`src/rtl/ccip_pkg.sv`:
```
// Purpose: shared constants for the completion interrupt pending block
// Assumes: 32-bit register port with 8-bit byte addresses
// Notes: offsets are byte addresses, one aligned word per register

package ccip_pkg;

  // ==========================================================
  // widths
  localparam int CCIP_DW = 32;
  localparam int CCIP_AW = 8;
  localparam int CCIP_CODE_W = 6;
  localparam int CCIP_NCODE = 64;
  localparam int CCIP_SHADOW_DEF = 8;

  typedef logic [CCIP_DW-1:0] ccip_word_type;
  typedef logic [CCIP_AW-1:0] ccip_addr_type;

  // ==========================================================
  // register offsets
  localparam ccip_addr_type CCIP_PEND_LO = 8'h00;
  localparam ccip_addr_type CCIP_PEND_HI = 8'h04;
  localparam ccip_addr_type CCIP_CLR_LO = 8'h08;
  localparam ccip_addr_type CCIP_CLR_HI = 8'h0c;
  localparam ccip_addr_type CCIP_EN_LO = 8'h10;
  localparam ccip_addr_type CCIP_EN_HI = 8'h14;
  localparam ccip_addr_type CCIP_EN_SET_LO = 8'h18;
  localparam ccip_addr_type CCIP_EN_SET_HI = 8'h1c;
  localparam ccip_addr_type CCIP_EN_CLR_LO = 8'h20;
  localparam ccip_addr_type CCIP_EN_CLR_HI = 8'h24;
  localparam ccip_addr_type CCIP_REEVALUATE_BIT_BASE = 8'h40;
  localparam ccip_addr_type CCIP_REEVALUATE_BIT_STEP = 8'h04;

  // ==========================================================
  // fields and reset values
  localparam int CCIP_REEVALUATE_BIT_BIT = 0;
  localparam int CCIP_REEVALUATE_BIT_RSVD_BIT = 1;
  localparam int CCIP_UPPER_BIT = 5;
  localparam ccip_word_type CCIP_PEND_RST = 32'h0000_0000;
  localparam ccip_word_type CCIP_EN_RST = 32'h0000_0000;
  localparam ccip_word_type CCIP_ZERO = 32'h0000_0000;

endpackage : ccip_pkg

```
`src/rtl/ccip_region_pulse.sv`:
```
// Purpose: completion interrupt pulse for one region
// Assumes: masked holds pending and enable and access, ANDed combinationally
// Notes: pulse lasts one enabled clock

`timescale 1ns/10ps

module ccip_region_pulse
  import ccip_pkg::*;
(
  input wire logic ref_clk,
  input wire logic resetn,
  input wire logic clk_en,
  input wire logic [ccip_pkg::CCIP_NCODE-1:0] masked,
  input wire logic reevaluate_bit_wr,
  output logic pulse_r
);

  import ccip_pkg::*;

  logic any_pend;
  logic any_r;
  logic pulse_nxt;

  // ==========================================================
  // pulse generation
  assign any_pend = |masked;
  // first enabled pending, or re-evaluate while still pending
  assign pulse_nxt = (any_pend & ~any_r) | (reevaluate_bit_wr & any_pend);

  always_ff @(posedge ref_clk or negedge resetn) begin
    if (!resetn) begin
      any_r <= 1'b0;
    end else if (clk_en) begin
      any_r <= any_pend;
    end
  end

  always_ff @(posedge ref_clk or negedge resetn) begin
    if (!resetn) begin
      pulse_r <= 1'b0;
    end else if (clk_en) begin
      pulse_r <= pulse_nxt;
    end
  end
endmodule : ccip_region_pulse

```
`src/rtl/ccip_top.sv`:
```
// What this block does
// - completion code 32 to 63 sets matching upper pending bit 31-0
// - pending 1 means code detected; 0 means not or cleared; code is 6 bits
// - writing 1 to lower clear bit clears lower pending; 0 does nothing
// - writing 1 to upper clear bit clears upper pending; clears read zero
// - no further interrupt until every enabled, accessible pending bit is cleared
// - evaluate exists in global and every shadow region, ignoring access enables
// - evaluate bit 0 written 1 pulses interrupt if enabled pending remains
// - pulse goes only to the region whose evaluate copy was written
// - codes 0 to 31 set lower pending; bits stay set until cleared
// - writing 1 to enable set bit sets enable; 0 does nothing
// - writing 1 to upper enable clear bit clears upper enable
//
// Purpose: completion pending bits, enables and region interrupts
// Assumes: completion codes arrive on ref_clk from on-chip logic
// Notes: region 0 is global, regions 1.. are shadow regions

`timescale 1ns/10ps

module ccip_top
  import ccip_pkg::*;
#(
  parameter int NUM_SHADOW = ccip_pkg::CCIP_SHADOW_DEF
) (
  input wire logic ref_clk,
  input wire logic resetn,
  input wire logic clk_en,
  input wire logic [ccip_pkg::CCIP_AW-1:0] reg_addr,
  input wire logic [ccip_pkg::CCIP_DW-1:0] reg_wdata,
  input wire logic reg_wr,
  input wire logic reg_rd,
  output logic [ccip_pkg::CCIP_DW-1:0] reg_rdata,
  input wire logic completion_valid,
  input wire logic [ccip_pkg::CCIP_CODE_W-1:0] completion_code,
  input wire logic [NUM_SHADOW*ccip_pkg::CCIP_NCODE-1:0] dma_region_access_enable,
  output logic [NUM_SHADOW:0] completion_pulse,
  output logic irq
);

  import ccip_pkg::*;

  localparam int NREG = NUM_SHADOW + 1;

  // ==========================================================
  // helpers
  function automatic logic [CCIP_NCODE-1:0] ccip_code_onehot(
    input logic [CCIP_CODE_W-1:0] code
  );
    ccip_code_onehot = 64'h1 << code;
  endfunction : ccip_code_onehot

  function automatic ccip_addr_type ccip_reevaluate_bit_addr(input int region);
    ccip_reevaluate_bit_addr = CCIP_REEVALUATE_BIT_BASE + CCIP_REEVALUATE_BIT_STEP * ccip_addr_type'(region);
  endfunction : ccip_reevaluate_bit_addr

  // ==========================================================
  // declarations
  logic wr_en;
  logic rd_en;
  logic [CCIP_NCODE-1:0] code_set;
  logic [CCIP_DW-1:0] set_lo;
  logic [CCIP_DW-1:0] set_hi;
  logic [CCIP_DW-1:0] clr_lo;
  logic [CCIP_DW-1:0] clr_hi;
  logic [CCIP_DW-1:0] pend_lo_r;
  logic [CCIP_DW-1:0] pend_hi_r;
  logic [CCIP_DW-1:0] pend_lo_nxt;
  logic [CCIP_DW-1:0] pend_hi_nxt;
  logic [CCIP_DW-1:0] en_lo_r;
  logic [CCIP_DW-1:0] en_hi_r;
  logic [CCIP_DW-1:0] rdata_nxt;
  logic [CCIP_DW-1:0] rdata_r;
  logic [CCIP_NCODE-1:0] pend_all;
  logic [CCIP_NCODE-1:0] en_all;
  logic [NREG-1:0] reevaluate_bit_wr;
  logic irq_r;
  logic [4:0] code_idx;

  assign wr_en = reg_wr & clk_en;
  assign rd_en = reg_rd & clk_en;
  assign code_idx = completion_code[4:0];

  // ==========================================================
  // completion code capture
  // six-bit code picks one of 64 pending bits
  assign code_set = completion_valid ? ccip_code_onehot(completion_code) : 64'h0;
  assign set_lo = code_set[CCIP_DW-1:0];
  assign set_hi = code_set[CCIP_NCODE-1:CCIP_DW];

  // ==========================================================
  // clear decode
  assign clr_lo = (wr_en && reg_addr == CCIP_CLR_LO) ? reg_wdata : CCIP_ZERO;
  assign clr_hi = (wr_en && reg_addr == CCIP_CLR_HI) ? reg_wdata : CCIP_ZERO;

  // ==========================================================
  // pending bits
  // set wins over a clear in the same cycle
  assign pend_lo_nxt = (pend_lo_r & ~clr_lo) | set_lo;
  assign pend_hi_nxt = (pend_hi_r & ~clr_hi) | set_hi;

  always_ff @(posedge ref_clk or negedge resetn) begin
    if (!resetn) begin
      pend_lo_r <= CCIP_PEND_RST;
    end else if (clk_en) begin
      pend_lo_r <= pend_lo_nxt;
    end
  end

  always_ff @(posedge ref_clk or negedge resetn) begin
    if (!resetn) begin
      pend_hi_r <= CCIP_PEND_RST;
    end else if (clk_en) begin
      pend_hi_r <= pend_hi_nxt;
    end
  end

  // ==========================================================
  // interrupt enables
  always_ff @(posedge ref_clk or negedge resetn) begin
    if (!resetn) begin
      en_lo_r <= CCIP_EN_RST;
    end else if (wr_en && reg_addr == CCIP_EN_SET_LO) begin
      en_lo_r <= en_lo_r | reg_wdata;
    end else if (wr_en && reg_addr == CCIP_EN_CLR_LO) begin
      en_lo_r <= en_lo_r & ~reg_wdata;
    end
  end

  always_ff @(posedge ref_clk or negedge resetn) begin
    if (!resetn) begin
      en_hi_r <= CCIP_EN_RST;
    end else if (wr_en && reg_addr == CCIP_EN_SET_HI) begin
      en_hi_r <= en_hi_r | reg_wdata;
    end else if (wr_en && reg_addr == CCIP_EN_CLR_HI) begin
      en_hi_r <= en_hi_r & ~reg_wdata;
    end
  end

  assign pend_all = {pend_hi_r, pend_lo_r};
  assign en_all = {en_hi_r, en_lo_r};

  // ==========================================================
  // region interrupts
  genvar r;
  generate
    for (r = 0; r < NREG; r++) begin : g_region
      logic [CCIP_NCODE-1:0] access;
      logic [CCIP_NCODE-1:0] masked;
      if (r == 0) begin : g_global
        assign access = {CCIP_NCODE{1'b1}};
      end else begin : g_shadow
        assign access = dma_region_access_enable[(r-1)*CCIP_NCODE +: CCIP_NCODE];
      end
      assign masked = pend_all & en_all & access;
      // every copy decodes its own address, with no access check
      assign reevaluate_bit_wr[r] = wr_en && reg_addr == ccip_reevaluate_bit_addr(r) &&
                          reg_wdata[CCIP_REEVALUATE_BIT_BIT];
      ccip_region_pulse u_pulse (
        .ref_clk(ref_clk),
        .resetn(resetn),
        .clk_en(clk_en),
        .masked(masked),
        .reevaluate_bit_wr(reevaluate_bit_wr[r]),
        .pulse_r(completion_pulse[r])
      );
    end
  endgenerate

  // ==========================================================
  // level interrupt
  always_ff @(posedge ref_clk or negedge resetn) begin
    if (!resetn) begin
      irq_r <= 1'b0;
    end else if (clk_en) begin
      irq_r <= |(pend_all & en_all);
    end
  end

  assign irq = irq_r;

  // ==========================================================
  // register read
  // clear, enable set/clear and evaluate words read zero
  always_comb begin
    rdata_nxt = CCIP_ZERO;
    unique case (reg_addr)
      CCIP_PEND_LO: begin
        rdata_nxt = pend_lo_r;
      end
      CCIP_PEND_HI: begin
        rdata_nxt = pend_hi_r;
      end
      CCIP_EN_LO: begin
        rdata_nxt = en_lo_r;
      end
      CCIP_EN_HI: begin
        rdata_nxt = en_hi_r;
      end
      default: begin
        rdata_nxt = CCIP_ZERO;
      end
    endcase
  end

  always_ff @(posedge ref_clk or negedge resetn) begin
    if (!resetn) begin
      rdata_r <= CCIP_ZERO;
    end else if (clk_en) begin
      rdata_r <= rd_en ? rdata_nxt : CCIP_ZERO;
    end
  end

  assign reg_rdata = rdata_r;
endmodule : ccip_top

```
`config.mk`:
```
export PLATFORM = sky130hd
export DESIGN_NAME = ccip_top
export DESIGN_NICKNAME = d
export VERILOG_FILES = /design/src/rtl/ccip_pkg.sv /design/src/rtl/ccip_region_pulse.sv /design/src/rtl/ccip_top.sv
export SDC_FILE = /design/constraint.sdc
export NUM_CORES = 1
export LEC_CHECK = 0
export BUFFER_PORTS_ARGS = -buffer_cell sky130_fd_sc_hd__buf_2
export CAP_MARGIN = 20
export CORE_AREA = 2 2 233 235
export DETAILED_ROUTE_END_ITERATION = 10
export DIE_AREA = 0 0 235 237
export GPL_ROUTABILITY_DRIVEN = 0
export HOLD_SLACK_MARGIN = 0.05
export PLACE_DENSITY = 0.57
export SYNTH_ARGS = -nofsm -noshare
export SYNTH_HDL_FRONTEND = slang
export SYNTH_SLANG_ARGS = --single-unit
```
`constraint.sdc`:
```
create_clock -name ref_clk -period 1.85 [get_ports ref_clk]
set_input_delay 0.37 -clock ref_clk [delete_from_list [all_inputs] [get_ports ref_clk]]
set_output_delay 0.37 -clock ref_clk [all_outputs]
set_load 0.02 [all_outputs]
```
==> results of run 1 <==
[cell families after synthesis]
kind of cell,count (synthesis),synth area share
AOI/OAI and AO/OA,274,0.1822
buffers and inverters,186,0.06405
muxes,9,0.008157
DFF,178,0.3585
and+or+nand+nor,950,0.3871
[worst max-delay path by stage]
| stage | end | slack [ns] |
|---|---|---|
| detailed placement | g_region[5].u_pulse.any_r | -0.53 |
| CTS | g_region[0].u_pulse.any_r | -0.18 |
| floorplan | pend_hi_r[10] | 0.06 |
| finish | g_region[0].u_pulse.any_r | -0.28 |
| global route | g_region[1].u_pulse.any_r | -0.29 |
| global placement | g_region[0].u_pulse.any_r | -0.50 |
[cell type report]
type	count	area [µm²]
Fill cell	5468	33350
Multi-Input combinational cell	1233	7739
Timing Repair Buffer	933	6143
Sequential cell	178	4551
Tap cell	696	870.8
Clock buffer	17	425.4
Clock inverter	15	162.7
Antenna cell	12	30.03
Inverter	3	11.26
[what timing repair did]
item | 4_1_cts | 5_1_grt
gates cloned | 0 | 1
hold endpoints to repair | 26 | 0
buffers inserted | 31 | 8
resized for setup | 157 | 47
pin swaps | 54 | 30
hold buffers | 1 | 0
setup endpoints to repair | 18 | 19
[critical path: cells and delay by family (launching register included)]
family,cells,cell delay [ns]
compound gates,1,0.22
flops,1,0.50
simple gates,3,0.79
buf+inv,1,0.18
mux,1,0.33
[power breakdown]
group / internal, mW / switching [mW]
registers: 4.23 / 0.590
clock network: 1.93 / 1.88
logic: 1.73 / 1.97
total: 7.89 / 4.44
[metrics by stage]
step	utilization	setup WS, ns
after detailed placement	0.3425	-0.5315
final	0.3741	-0.2846
after global routing	0.3740	-0.2863
after global placement	0.3425	-0.4969
after floorplan	-	0.05880
after CTS	0.3686	-0.1757
[placed cells by master, fill, tap and decap left out, types with 3 or more instances in the layout]
cell type                     n
sky130_fd_sc_hd__a22o_1     115
sky130_fd_sc_hd__a22oi_1     88
sky130_fd_sc_hd__a22oi_2      8
sky130_fd_sc_hd__a31o_2       4
sky130_fd_sc_hd__a31o_4       4
sky130_fd_sc_hd__a32o_1      14
sky130_fd_sc_hd__and2_1       3
sky130_fd_sc_hd__buf_12      44
sky130_fd_sc_hd__buf_2      604
sky130_fd_sc_hd__buf_4      258
sky130_fd_sc_hd__buf_6       26
sky130_fd_sc_hd__clkbuf_16   17
sky130_fd_sc_hd__clkinv_4     3
sky130_fd_sc_hd__dfrtp_1    101
sky130_fd_sc_hd__dfrtp_2     77
sky130_fd_sc_hd__diode_2     12
sky130_fd_sc_hd__inv_6        3
sky130_fd_sc_hd__inv_8        6
sky130_fd_sc_hd__mux2_4       7
sky130_fd_sc_hd__nand2_1    186
sky130_fd_sc_hd__nand2b_1     6
sky130_fd_sc_hd__nand3_1    489
sky130_fd_sc_hd__nand3_2     30
sky130_fd_sc_hd__nand4_1    141
sky130_fd_sc_hd__nor2_1      17
sky130_fd_sc_hd__nor2_2       8
sky130_fd_sc_hd__nor2b_1     12
sky130_fd_sc_hd__nor3_1       6
sky130_fd_sc_hd__nor4_1       3
sky130_fd_sc_hd__nor4_2      21
sky130_fd_sc_hd__nor4_4      11
sky130_fd_sc_hd__o21ai_0      9
sky130_fd_sc_hd__o2bb2ai_1   30
[layer usage]
| metal | GRT usage | wire [µm] |
|---|---|---|
| met2 | 0.5097 | 41540 |
| met5 | 0 | 97 |
| met3 | 0.08032 | 11440 |
| met1 | 0.3806 | 33210 |
| met4 | 0.1947 | 7130 |
==> results list, run 1 <==
- Number of DRC violations after detailed-routing iteration 0: about 2,900
- Static timing analysis puts the maximum clock frequency at between 400 and 500 MHz.
* Total number of vias: approximately 19,000
- Measured along the y axis, the die boundary spans between 200 and 250 µm.
* Residual DRC: 0
- TritonCTS built the clock tree.
- sky130_fd_sc_hd__dfrtp_1 takes more of the synthesized area than any other cell.
- Critical path data arrival time: ~2.5 ns
* Reg-to-Reg End: g_region[0].u_pulse.any_r
* Setup Skew: 0.01099 ns
- Drt wl/cell: between 30 and 40 µm
- In this run the clock root is driven by a sky130_fd_sc_hd__clkbuf_16.
- DP HPWL: 73,260 µm
* Count of cells along the worst register-to-register path: 6
- Fraction of synthesis flops using an asynchronous set or reset pin: 1.000
- Final count of hold timing violations: 0
- After synthesis, the most frequently instantiated cells are sky130_fd_sc_hd__nand3_1 (519), sky130_fd_sc_hd__nand2_1 (188), sky130_fd_sc_hd__dfrtp_1 (178).
- Min-Delay Startpoint: reg_wdata[11]
- Period utilization: 1.154
- In this run, synthesis produced a sequential element count of 178.
- Clock latency on the worst-skew pair, taken at its later pin, is ~0.45 ns.
- Startpoint of the most critical setup path: pend_lo_r[18]
- Total congestion overflow: 0
- Placed insts: roughly 3,000
* Slowest-stage cell, CP: sky130_fd_sc_hd__dfrtp_2
* Num rows: 85
- CTS buffer count: 17
* Area of the die: roughly 56,000 µm²
- The routed design could run at a clock period as short as ~2.1 ns.
* Dominant register cell in the synthesized netlist: sky130_fd_sc_hd__dfrtp_1
- Leakage Power: between 9 and 10 nW
- Maximum number of pins on one net before global-route repair: 40
- Synth Instances: 1,597
- Unrepaired setup endpoints after global routing: yes
- VDD sags by at most between 0.4 and 0.5 mV.
* Vias in the first global route: 17,850
* Source of the worst register-to-register timing path: pend_lo_r[18]
- The completed layout was analyzed and its total power is 12.33 mW.
- STA classifies the critical path endpoint as a flop.
* Number of search-and-repair iterations in the first detailed-routing pass: 6
- Violated checks: negative setup slack
- Hold WC Path Type: in2reg
- Total core area: 53,280 µm²
* Non-filler cells, final: between 3,000 and 4,000
- Number of antenna violations at the first check in global routing: 20
* Area post-placement: between 15,000 and 20,000 µm²
* Worst-case clock buffer depth: 2
- Critical path class: reg2reg
- Clock-pin slew was measured on the worst setup and hold paths at approximately 0.080 ns.
- After detailed routing, the number of vias per cell comes to approximately 6.1.
- The flow ran to the end, but the final reports show violations.
- Number of enable-type register cells in the synthesized netlist: 0
- CTS saw 178 sinks.
* CP Launch Type: flop
- For this run, the total global-route usage over all layers was measured as 0.3171.
- Portion of synthesized cell area occupied by the leading cell type: 0.3585
* Synth-to-layout area growth: 60.43%
* Worst hold slack: 0.2450 ns
- After layout, the worst setup slack is -0.2846 ns.
- Syn Std Cell Area: 12,420 µm²
* Series of cell instances along the critical path: buf_4 > a22oi_2 > nand2_2 > nor4_4 > nand4_1 > mux2_4
* Hold depth: 2
* Max Cap Violations: 0
* Wire length of the first global-routing pass: 127,900 µm
- Num ports: 606
- For this configuration, the core starts out at a cell density of 0.2332.
- H-tree levels: 4
* Die W: approximately 240 µm
- Post-Route WL: 93,420 µm
- The Yosys step of the flow raised 0 warnings.
- Setup slack of the most critical reg-to-reg path: -0.28 ns
* Synthesized net count: about 2,200
- Of the cells placed in the final design, the portion with a size suffix greater than 1 is 0.4817.
- Slew at the pin with the worst max-slew slack: 0.6703 ns
- Measured against its own limit, the worst slew margin works out to 0.5531.
- Number of buffers added on ports: around 610
- The count of final max-slew check failures came to 0.
- Final setup violation count: 18
- On the worst path, the slowest cell contributes a delay of approximately 0.5 ns.
- Each instance of the synthesized netlist takes up on average 7.780 µm².
* Data required time of the critical path: roughly 2.2 ns
- After the last flow step, the layout net total stands at roughly 2,900.
- Power spread over the standard cell area amounts to about 620 nW/µm².
- The share of the Yosys chip area taken by registers is 0.3585.
* TNS Setup: -3.524 ns
* Count of unique library cells instantiated by Yosys: 36
* Fin area: 19,930 µm²
* Count leader, synth: sky130_fd_sc_hd__nand3_1
- Dominant cells by area after synthesis: sky130_fd_sc_hd__dfrtp_1 (36%), sky130_fd_sc_hd__nand3_1 (21%), sky130_fd_sc_hd__a22o_1 (8.1%)
- In this run the worst path has a maximum fanout of 9.
- Antenna-violating nets left: 0
No activity file was read; power rests on OpenSTA's default activity.
==> run 2: changes to the inputs <==
--- a/config.mk
+++ b/config.mk
@@ -7,12 +7,13 @@
 export LEC_CHECK = 0
 export BUFFER_PORTS_ARGS = -buffer_cell sky130_fd_sc_hd__buf_2
 export CAP_MARGIN = 20
-export CORE_AREA = 2 2 233 235
+export CORE_AREA = 2 2 236 238
 export DETAILED_ROUTE_END_ITERATION = 10
-export DIE_AREA = 0 0 235 237
+export DIE_AREA = 0 0 238 240
 export GPL_ROUTABILITY_DRIVEN = 0
 export HOLD_SLACK_MARGIN = 0.05
-export PLACE_DENSITY = 0.57
+export PLACE_DENSITY = 0.59
 export SYNTH_ARGS = -nofsm -noshare
 export SYNTH_HDL_FRONTEND = slang
+export SYNTH_HIERARCHICAL = 1
 export SYNTH_SLANG_ARGS = --single-unit
==> results list, run 2 <==
- Synthesized net count: 2,252 (+4.2%)
- Post-Synthesis Mean Instance Area: 8.017 µm² (+3.1%)
- Total global-route track usage: 0.3255 (+0.008308)
- Residual DRC: 0 (unchanged)
* Critical path data arrival time: 2.55 ns (+0.08 ns)
- Wire length of the first global-routing pass: 133,000 µm (+3.9%)
- The chip width came to 238 µm (+1.3%).
* Number of search-and-repair iterations in the first detailed-routing pass: 9 (+3)
- Area post-placement: 19,400 µm² (+6.3%)
- The number of buffers added by the clock tree synthesis step came to 17 (unchanged).
- Total number of vias: 19,210 (+2.3%)
* Max-slew headroom at the worst pin: 0.5533 (about the same)
* Period utilization: 1.208 (+0.05386)
* Number of enable-type register cells in the synthesized netlist: 0 (unchanged)
- The area of the placeable core was 54,660 µm² (+2.6%).
- Num ports: 606 (unchanged)
- Result of the run: finished, violations left
* Insertion delay to the later sink of the worst-skew pair: 0.45 ns (about the same)
- Dominant cells by area after synthesis: sky130_fd_sc_hd__dfrtp_1 (33%), sky130_fd_sc_hd__and3_1 (24%), sky130_fd_sc_hd__a22o_1 (8.9%)
- Number of antenna violations at the first check in global routing: 40 (+100%)
* Count of unique library cells instantiated by Yosys: 39 (+8.3%)
* Most common cell after layout, fill and taps aside: sky130_fd_sc_hd__buf_2
- Flop and latch count out of synthesis: 179 (+0.56%)
- The count of final max-slew check failures came to 0 (unchanged).
- Fraction of final layout cells sized beyond drive strength 1: 0.4863 (+0.004611)
- Fraction of synthesis flops using an asynchronous set or reset pin: 1.000 (unchanged)
- Total congestion overflow: 0 (unchanged)
- The per-cell via count in the routed design came to 5.899 (-3.0%).
- Final count of hold timing violations: 0 (unchanged)
- The instance count after placement with tap cells included was 3,143 (+4.7%).
* TritonCTS Sinks: 179 (+0.56%)
* Number of buffers added on ports: 605 (unchanged)
- The via count of the first global-routing pass was 18,660 (+4.5%).
* Power Dens Cells: 539.3 nW/µm² (-13%)
- Synth Instances: 1,688 (+5.7%)
* TritonCTS clock tree: yes
- The final setup violation count came to 19 (+1).
* Root buffer cell: sky130_fd_sc_hd__clkbuf_16
- STA classifies the critical path endpoint as a flop.
- The number of nets still failing antenna checks after routing was 0 (unchanged).
- The layout net count was 3,074 (+4.9%).
* Count of cells along the worst register-to-register path: 9 (+3)
* Num rows: 86 (+1.2%)
* Portion of synthesized cell area occupied by the leading cell type: 0.3310 (-0.02752)
- Critical path class: reg2reg
- Leakage Power: 12.12 nW (+33%)
- The final reports fail on negative setup slack.
- Synth-to-layout area growth: 60.47% (about the same)
- Hold WC Path Type: in2reg
* Syn Std Cell Area: 13,530 µm² (+8.9%)
* Maximum fanout along the worst path: 6 (-3)
- The total wire length after detailed routing was 96,910 µm (+3.7%).
* Reg-to-Reg End: g_region[6].u_pulse/pulse_r
* Shortest period the worst path allows: 2.234 ns (+0.09965 ns)
- Setup Skew: 0.01493 ns (+0.003936 ns)
- The detailed-placement wirelength estimate is 77,020 µm (+5.1%).
* Commonest cells post-synth: sky130_fd_sc_hd__and3_1 (513), sky130_fd_sc_hd__dfrtp_1 (179), sky130_fd_sc_hd__nand2_1 (152)
- Min-Delay Startpoint: reg_wdata[28]
- H-tree levels: 4 (unchanged)
- Non-filler cells, final: 3,257 (+5.5%)
- Of all cell types, the one taking the most synthesized area is sky130_fd_sc_hd__dfrtp_1.
- Worst-case clock buffer depth: 2 (unchanged)
- Maximum number of pins on one net before global-route repair: 47 (+18%)
- Setup repair after global routing could not meet its margin everywhere.
- The top achievable clock speed is 447.6 MHz (-4.5%).
- The setup slack of the worst register-to-register path came to -0.38 ns (-0.10 ns).
- Worst-case vdd ir drop: 0.6442 mV (+35%)
- Fin area: 21,720 µm² (+8.9%)
* Source of the worst register-to-register timing path: pend_lo_r[24]
- The measured slew at the worst slew-check pin came to 0.6650 ns (-0.005322 ns).
- The worst setup timing slack at the placement stage came to -0.7459 ns (-0.2143 ns).
* Final Util: 0.3973 (+0.02317)
- The number of fill cells in the layout was 5,478 (+0.18%).
- CTS clock-pin slew for the worst setup and hold paths: 0.08 ns (about the same)
* Hold depth: 2 (unchanged)
- The number of warnings reported in the yosys synthesis log is 6 (+6).
- The post-route setup TNS was -5.114 ns (-1.591 ns).
- Max Cap Violations: 0 (unchanged)
* Data required time of the critical path: 2.17 ns (about the same)
* Sequential share of the synthesized area: 0.3310 (-0.02752)
- The detailed-route wire length per cell is 29.75 µm (-1.7%).
* Sum of internal, switching and leakage power: 11.71 mW (-5.0%)
* Highest-count cells in the layout ignoring fill and taps: sky130_fd_sc_hd__buf_2 (605), sky130_fd_sc_hd__and3_1 (488), sky130_fd_sc_hd__buf_4 (313)
* Setup slack of the critical path after layout: -0.3843 ns (-0.09965 ns)
- Area of the die: 57,120 µm² (+2.6%)
* Worst hold slack: 0.2318 ns (-0.01326 ns)
* Dominant register cell in the synthesized netlist: sky130_fd_sc_hd__dfrtp_1
* CP Launch Type: flop
* Height of the die: 240 µm (+1.3%)
* Initial cell density of the core: 0.2476 (+0.01439)
- Count leader, synth: sky130_fd_sc_hd__and3_1
- Number of DRC violations after detailed-routing iteration 0: 2,806 (-1.7%)
==> run 2: changes by cell type after synthesis, sizes merged, moves of 36 or more <==
cell,before,now
a22oi,96,4
and2,3,70
and3,2,513
inv,2,51
nand2,188,152
nand3,519,4
nand4,141,40
nor4,35,163
o22ai,0,41
==> run 2: what timing repair did <==
item                                   4_1_cts  5_1_grt
cloned                                       0        0
pin swaps                                   51       47
resized for setup                          170      119
setup endpoints to repair                   19       19
buffers inserted                            28       24
endpoints found under the hold margin       40        0
hold buffers                                 1        0
==> run 2: cell families after synthesis <==
group,after synthesis,share of synthesized area
simple gates,1026,0.4498
buf+inv,228,0.06888
compound gates,255,0.1503
flops,179,0.3310
==> run 2: worst max-delay path, stage by stage (launching register included) <==
cell,delay [ns]
sky130_fd_sc_hd__dfrtp_1,0.42
sky130_fd_sc_hd__buf_6,0.15
sky130_fd_sc_hd__and3_4,0.18
sky130_fd_sc_hd__nor4_4,0.48
sky130_fd_sc_hd__buf_4,0.19
sky130_fd_sc_hd__nand4_1,0.11
sky130_fd_sc_hd__buf_6,0.18
sky130_fd_sc_hd__nor4_4,0.19
sky130_fd_sc_hd__buf_4,0.15
sky130_fd_sc_hd__o22ai_1,0.07
==> run 2: worst max path at each step <==
stage,startpoint,to,cells past startpoint
6_report,pend_lo_r[24],g_region[6].u_pulse/pulse_r,9
3_3_place_gp,flop,g_region[6].u_pulse/pulse_r,7
3_5_place_dp,flop,g_region[6].u_pulse/any_r,7
4_1_cts,pend_hi_r[7],g_region[6].u_pulse/pulse_r,8
2_1_floorplan,reg_addr[5],pend_lo_r[18],6
5_1_grt,pend_lo_r[24],g_region[6].u_pulse/any_r,9
==> run 2: report_power, final <==
part / internal, mW / switching, mW
logic: 1.50 / 1.53
registers: 4.23 / 0.569
clock network: 2.10 / 1.78
==> run 2: final cells by class <==
class,instances,area [µm²],area share
diodes,30,75.07,0.003457
well taps,704,880.8,0.04056
clock inverters,12,143.9,0.006626
clock buffers,20,456.7,0.02103
flip-flops and latches,179,4564,0.2102
inverters,51,191.4,0.008815
multi-input cells,1281,9176,0.4226
repair buffers,980,6227,0.2868
==> run 2: routing by layer <==
layer | wire (µm) | vias to the layer above | track usage | share of wire
met5 | 57 | - | 0 | 0.00059
met4 | 5584 | 10 | 0.1576 | 0.058
met3 | 11910 | 309 | 0.08749 | 0.12
met2 | 45600 | 1646 | 0.5509 | 0.47
met1 | 33760 | 9178 | 0.3819 | 0.35
li1 | - | 8071 | - | -
==> run 3: changes to the inputs <==
--- a/config.mk
+++ b/config.mk
@@ -7,12 +7,15 @@
 export LEC_CHECK = 0
 export BUFFER_PORTS_ARGS = -buffer_cell sky130_fd_sc_hd__buf_2
 export CAP_MARGIN = 20
-export CORE_AREA = 2 2 236 238
+export CELL_PAD_IN_SITES_DETAIL_PLACEMENT = 1
+export CELL_PAD_IN_SITES_GLOBAL_PLACEMENT = 1
+export CORE_AREA = 2 2 235 237
+export CTS_CLUSTER_DIAMETER = 50
 export DETAILED_ROUTE_END_ITERATION = 10
-export DIE_AREA = 0 0 238 240
+export DIE_AREA = 0 0 237 239
 export GPL_ROUTABILITY_DRIVEN = 0
 export HOLD_SLACK_MARGIN = 0.05
-export PLACE_DENSITY = 0.59
+export PLACE_DENSITY = 0.71
 export SYNTH_ARGS = -nofsm -noshare
 export SYNTH_HDL_FRONTEND = slang
 export SYNTH_HIERARCHICAL = 1
==> results list, run 3 (same netlist as run 2, synthesis figures left out) <==
* Violated checks: negative setup slack
- The later-pin clock latency in the skew report was 0.46 ns (about the same).
- Maximum frequency from static timing analysis: 448.2 MHz (+0.15%)
* Unrepaired setup endpoints after global routing: yes
- Antenna-violating nets left: 0 (unchanged)
- Number of antenna violations at the first check in global routing: 50 (+25%)
- H-tree levels: 4 (unchanged)
- Worst path max stage delay: 0.42 ns (-0.06 ns)
- Number of search-and-repair iterations in the first detailed-routing pass: 6 (-3)
- Worst hold slack: 0.2239 ns (-0.007908 ns)
- Series of cell instances along the critical path: buf_12 > buf_8 > and3_4 > nor4_4 > buf_4 > nand4_1 > buf_4 > nor4_4 > o22ai_1
- Data required time of the critical path: 2.16 ns (about the same)
* Switching share of power: 0.3401 (+0.008557)
- The number of input and output port buffers inserted was 605 (unchanged).
- Hold WC Path Type: in2reg
* Critical path data arrival time: 2.55 ns (about the same)
- Vias per Instance: 5.896 (about the same)
- Vias in the first global route: 20,440 (+9.5%)
- Min-Delay Startpoint: reg_wdata[3]
* Drt wl/cell: 30.20 µm (+1.5%)
- The total global routing track utilization was 0.3387 (+0.01321).
- The number of DRC violations after detailed routing is 0 (unchanged).
- Grouping stages by cell kind, the critical path spends the most delay in simple AND/OR/NAND/NOR gates.
- The chip width was 237 µm (-0.42%).
* TritonCTS Sinks: 179 (unchanged)
- The worst path setup slack after routing was -0.3809 ns (+0.003355 ns).
- Max Slew Vio Count: 0 (unchanged)
- Num rows: 86 (unchanged)
* Area of the die: 56,640 µm² (-0.84%)
* Num ports: 606 (unchanged)
- The worst setup timing slack at the placement stage was -0.7614 ns (-0.01556 ns).
- Proportion of power drawn by flip-flops and latches: 0.390 (-0.020)
- Root buffer cell: sky130_fd_sc_hd__clkbuf_16
* Startpoint of the most critical setup path: pend_lo_r[24]
- Result of the run: finished, violations left
* Area post-placement: 19,980 µm² (+3.0%)
* Post-Route WL: 100,500 µm (+3.8%)
* DP HPWL: 78,940 µm (+2.5%)
* Worst-case clock buffer depth: 2 (unchanged)
- Total core area: 54,340 µm² (-0.59%)
* Max Cap Violations: 0 (unchanged)
- Most common cell after layout, fill and taps aside: sky130_fd_sc_hd__buf_2
- NumNets Final: 3,138 (+2.1%)
* Sum of internal, switching and leakage power: 12.07 mW (+3.1%)
- The final setup violation count is 19 (unchanged).
* Shortest period the worst path allows: 2.231 ns (-0.003355 ns)
- CTS buffer count: 17 (unchanged)
- The power per standard cell area is 535.1 nW/µm² (-0.78%).
* Clock power share: 0.323 (-0.008)
- Initial cell density of the core: 0.2490 (+0.001471)
- TritonCTS built the clock tree.
- The worst setup path is captured at a flop.
- Relative contribution of combinational cells to total power: 0.286 (+0.027)
- Critical path class: reg2reg
- The total number of vias was 19,630 (+2.1%).
- CP Launch Type: flop
- The maximum resistive drop on vdd is 0.5315 mV (-18%).
- Pint: 7.967 mW (+1.8%)
- The number of DRC markers after the initial detailed-route iteration was 1,968 (-30%).
- The first-pass GRT wire length was 139,500 µm (+4.9%).
* Fraction of final layout cells sized beyond drive strength 1: 0.5006 (+0.01425)
- The post-route cell area was 22,560 µm² (+3.9%).
* Source of the worst register-to-register timing path: pend_lo_r[24]
- The height of the die is 239 µm (-0.42%).
* Synth-to-layout area growth: 66.73%
- The net switching power figure came to 4.105 mW (+5.8%).
- The measured slew at the worst slew-check pin was 0.6444 ns (-0.02061 ns).
- The CTS clock-pin slew for the worst setup and hold paths is 0.08 ns (about the same).
- The reported leakage power was 12.57 nW (+3.7%).
- The max-slew headroom at the worst pin was 0.5644 (+0.01110).
- The final cycle utilization of the critical path was 1.206 (-0.001814).
- The final worst clock skew is 0.01923 ns (+0.004305 ns).
* Slowest-stage cell, CP: sky130_fd_sc_hd__dfrtp_1
- The number of buffer and inverter stages on the critical path was 4 (unchanged).
- The number of hold-slack violations in the final timing report was 0 (unchanged).
- The total congestion overflow after global routing came to 0 (unchanged).
* Maximum number of pins on one net before global-route repair: 46 (-2.1%)
* Setup slack of the most critical reg-to-reg path: -0.38 ns (about the same)
* Highest-count cells in the layout ignoring fill and taps: sky130_fd_sc_hd__buf_2 (607), sky130_fd_sc_hd__and3_1 (480), sky130_fd_sc_hd__buf_4 (363)
- The peak fanout along the critical path is 4 (-2).
-- run 3: path summary, 6_finish.rpt --
check                                              endpoint  depth (start not counted)
worst max-delay path            g_region[3].u_pulse/pulse_r                          9
worst min-delay path                                   flop                          2
worst max register to register  g_region[3].u_pulse/pulse_r                          9
worst min register to register                reg_rdata[13]                          2
max in group asynchronous        asynchronous set/reset pin                          3
min in group asynchronous                     reg_rdata[20]                          2
-- run 3: what timing repair did --
item                                    CTS  global route
pin swaps                                56            43
gates resized for setup                 203            76
hold buffers                              1             0
endpoints found under the hold margin    39             0
setup buffers                            37            23
cloned                                    3             0
endpoints found under the setup margin   19            19
-- run 3: per-layer routing --
| metal | vias to the layer above | GRT usage | share of wire |
|---|---|---|---|
| met5 | - | 0 | 0.0013 |
| met4 | 20 | 0.1914 | 0.066 |
| met3 | 345 | 0.07575 | 0.093 |
| met2 | 1294 | 0.5940 | 0.48 |
| met1 | 9751 | 0.3795 | 0.36 |
| li1 | 8217 | - | - |
-- run 3: per-stage QoR --
step / setup TNS (ns) / utilization / instances
final: -5.259 / 0.4152 / 3329
after global routing: -6.071 / 0.4147 / 3318
after CTS: -3.777 / 0.4040 / 3269
after detailed placement: -34.46 / 0.3678 / 3196
after global placement: -28.58 / 0.3678 / 3196
after floorplan: 0 / - / 1688
-- run 3: cell type report --
class                      count  area [µm²]
clock inverter                15       165.2
timing repair buffer        1044        6913
clock buffer                  17       425.4
multi-input combinational   1281        9351
tap                          704       880.8
fill                        6540       31780
sequential                   179        4541
antenna                       38       95.09
inverter                      51       191.4
-- run 3: power groups by stage --
stage / clock network (mW) / registers, mW / logic [mW]
after floorplan: 0 / 4.44 / 0.954
after global placement: 0 / 4.71 / 2.84
after detailed placement: 0 / 4.74 / 2.91
after CTS: 3.93 / 4.67 / 3.21
after global routing: 4.08 / 4.73 / 3.60
final: 3.91 / 4.71 / 3.46
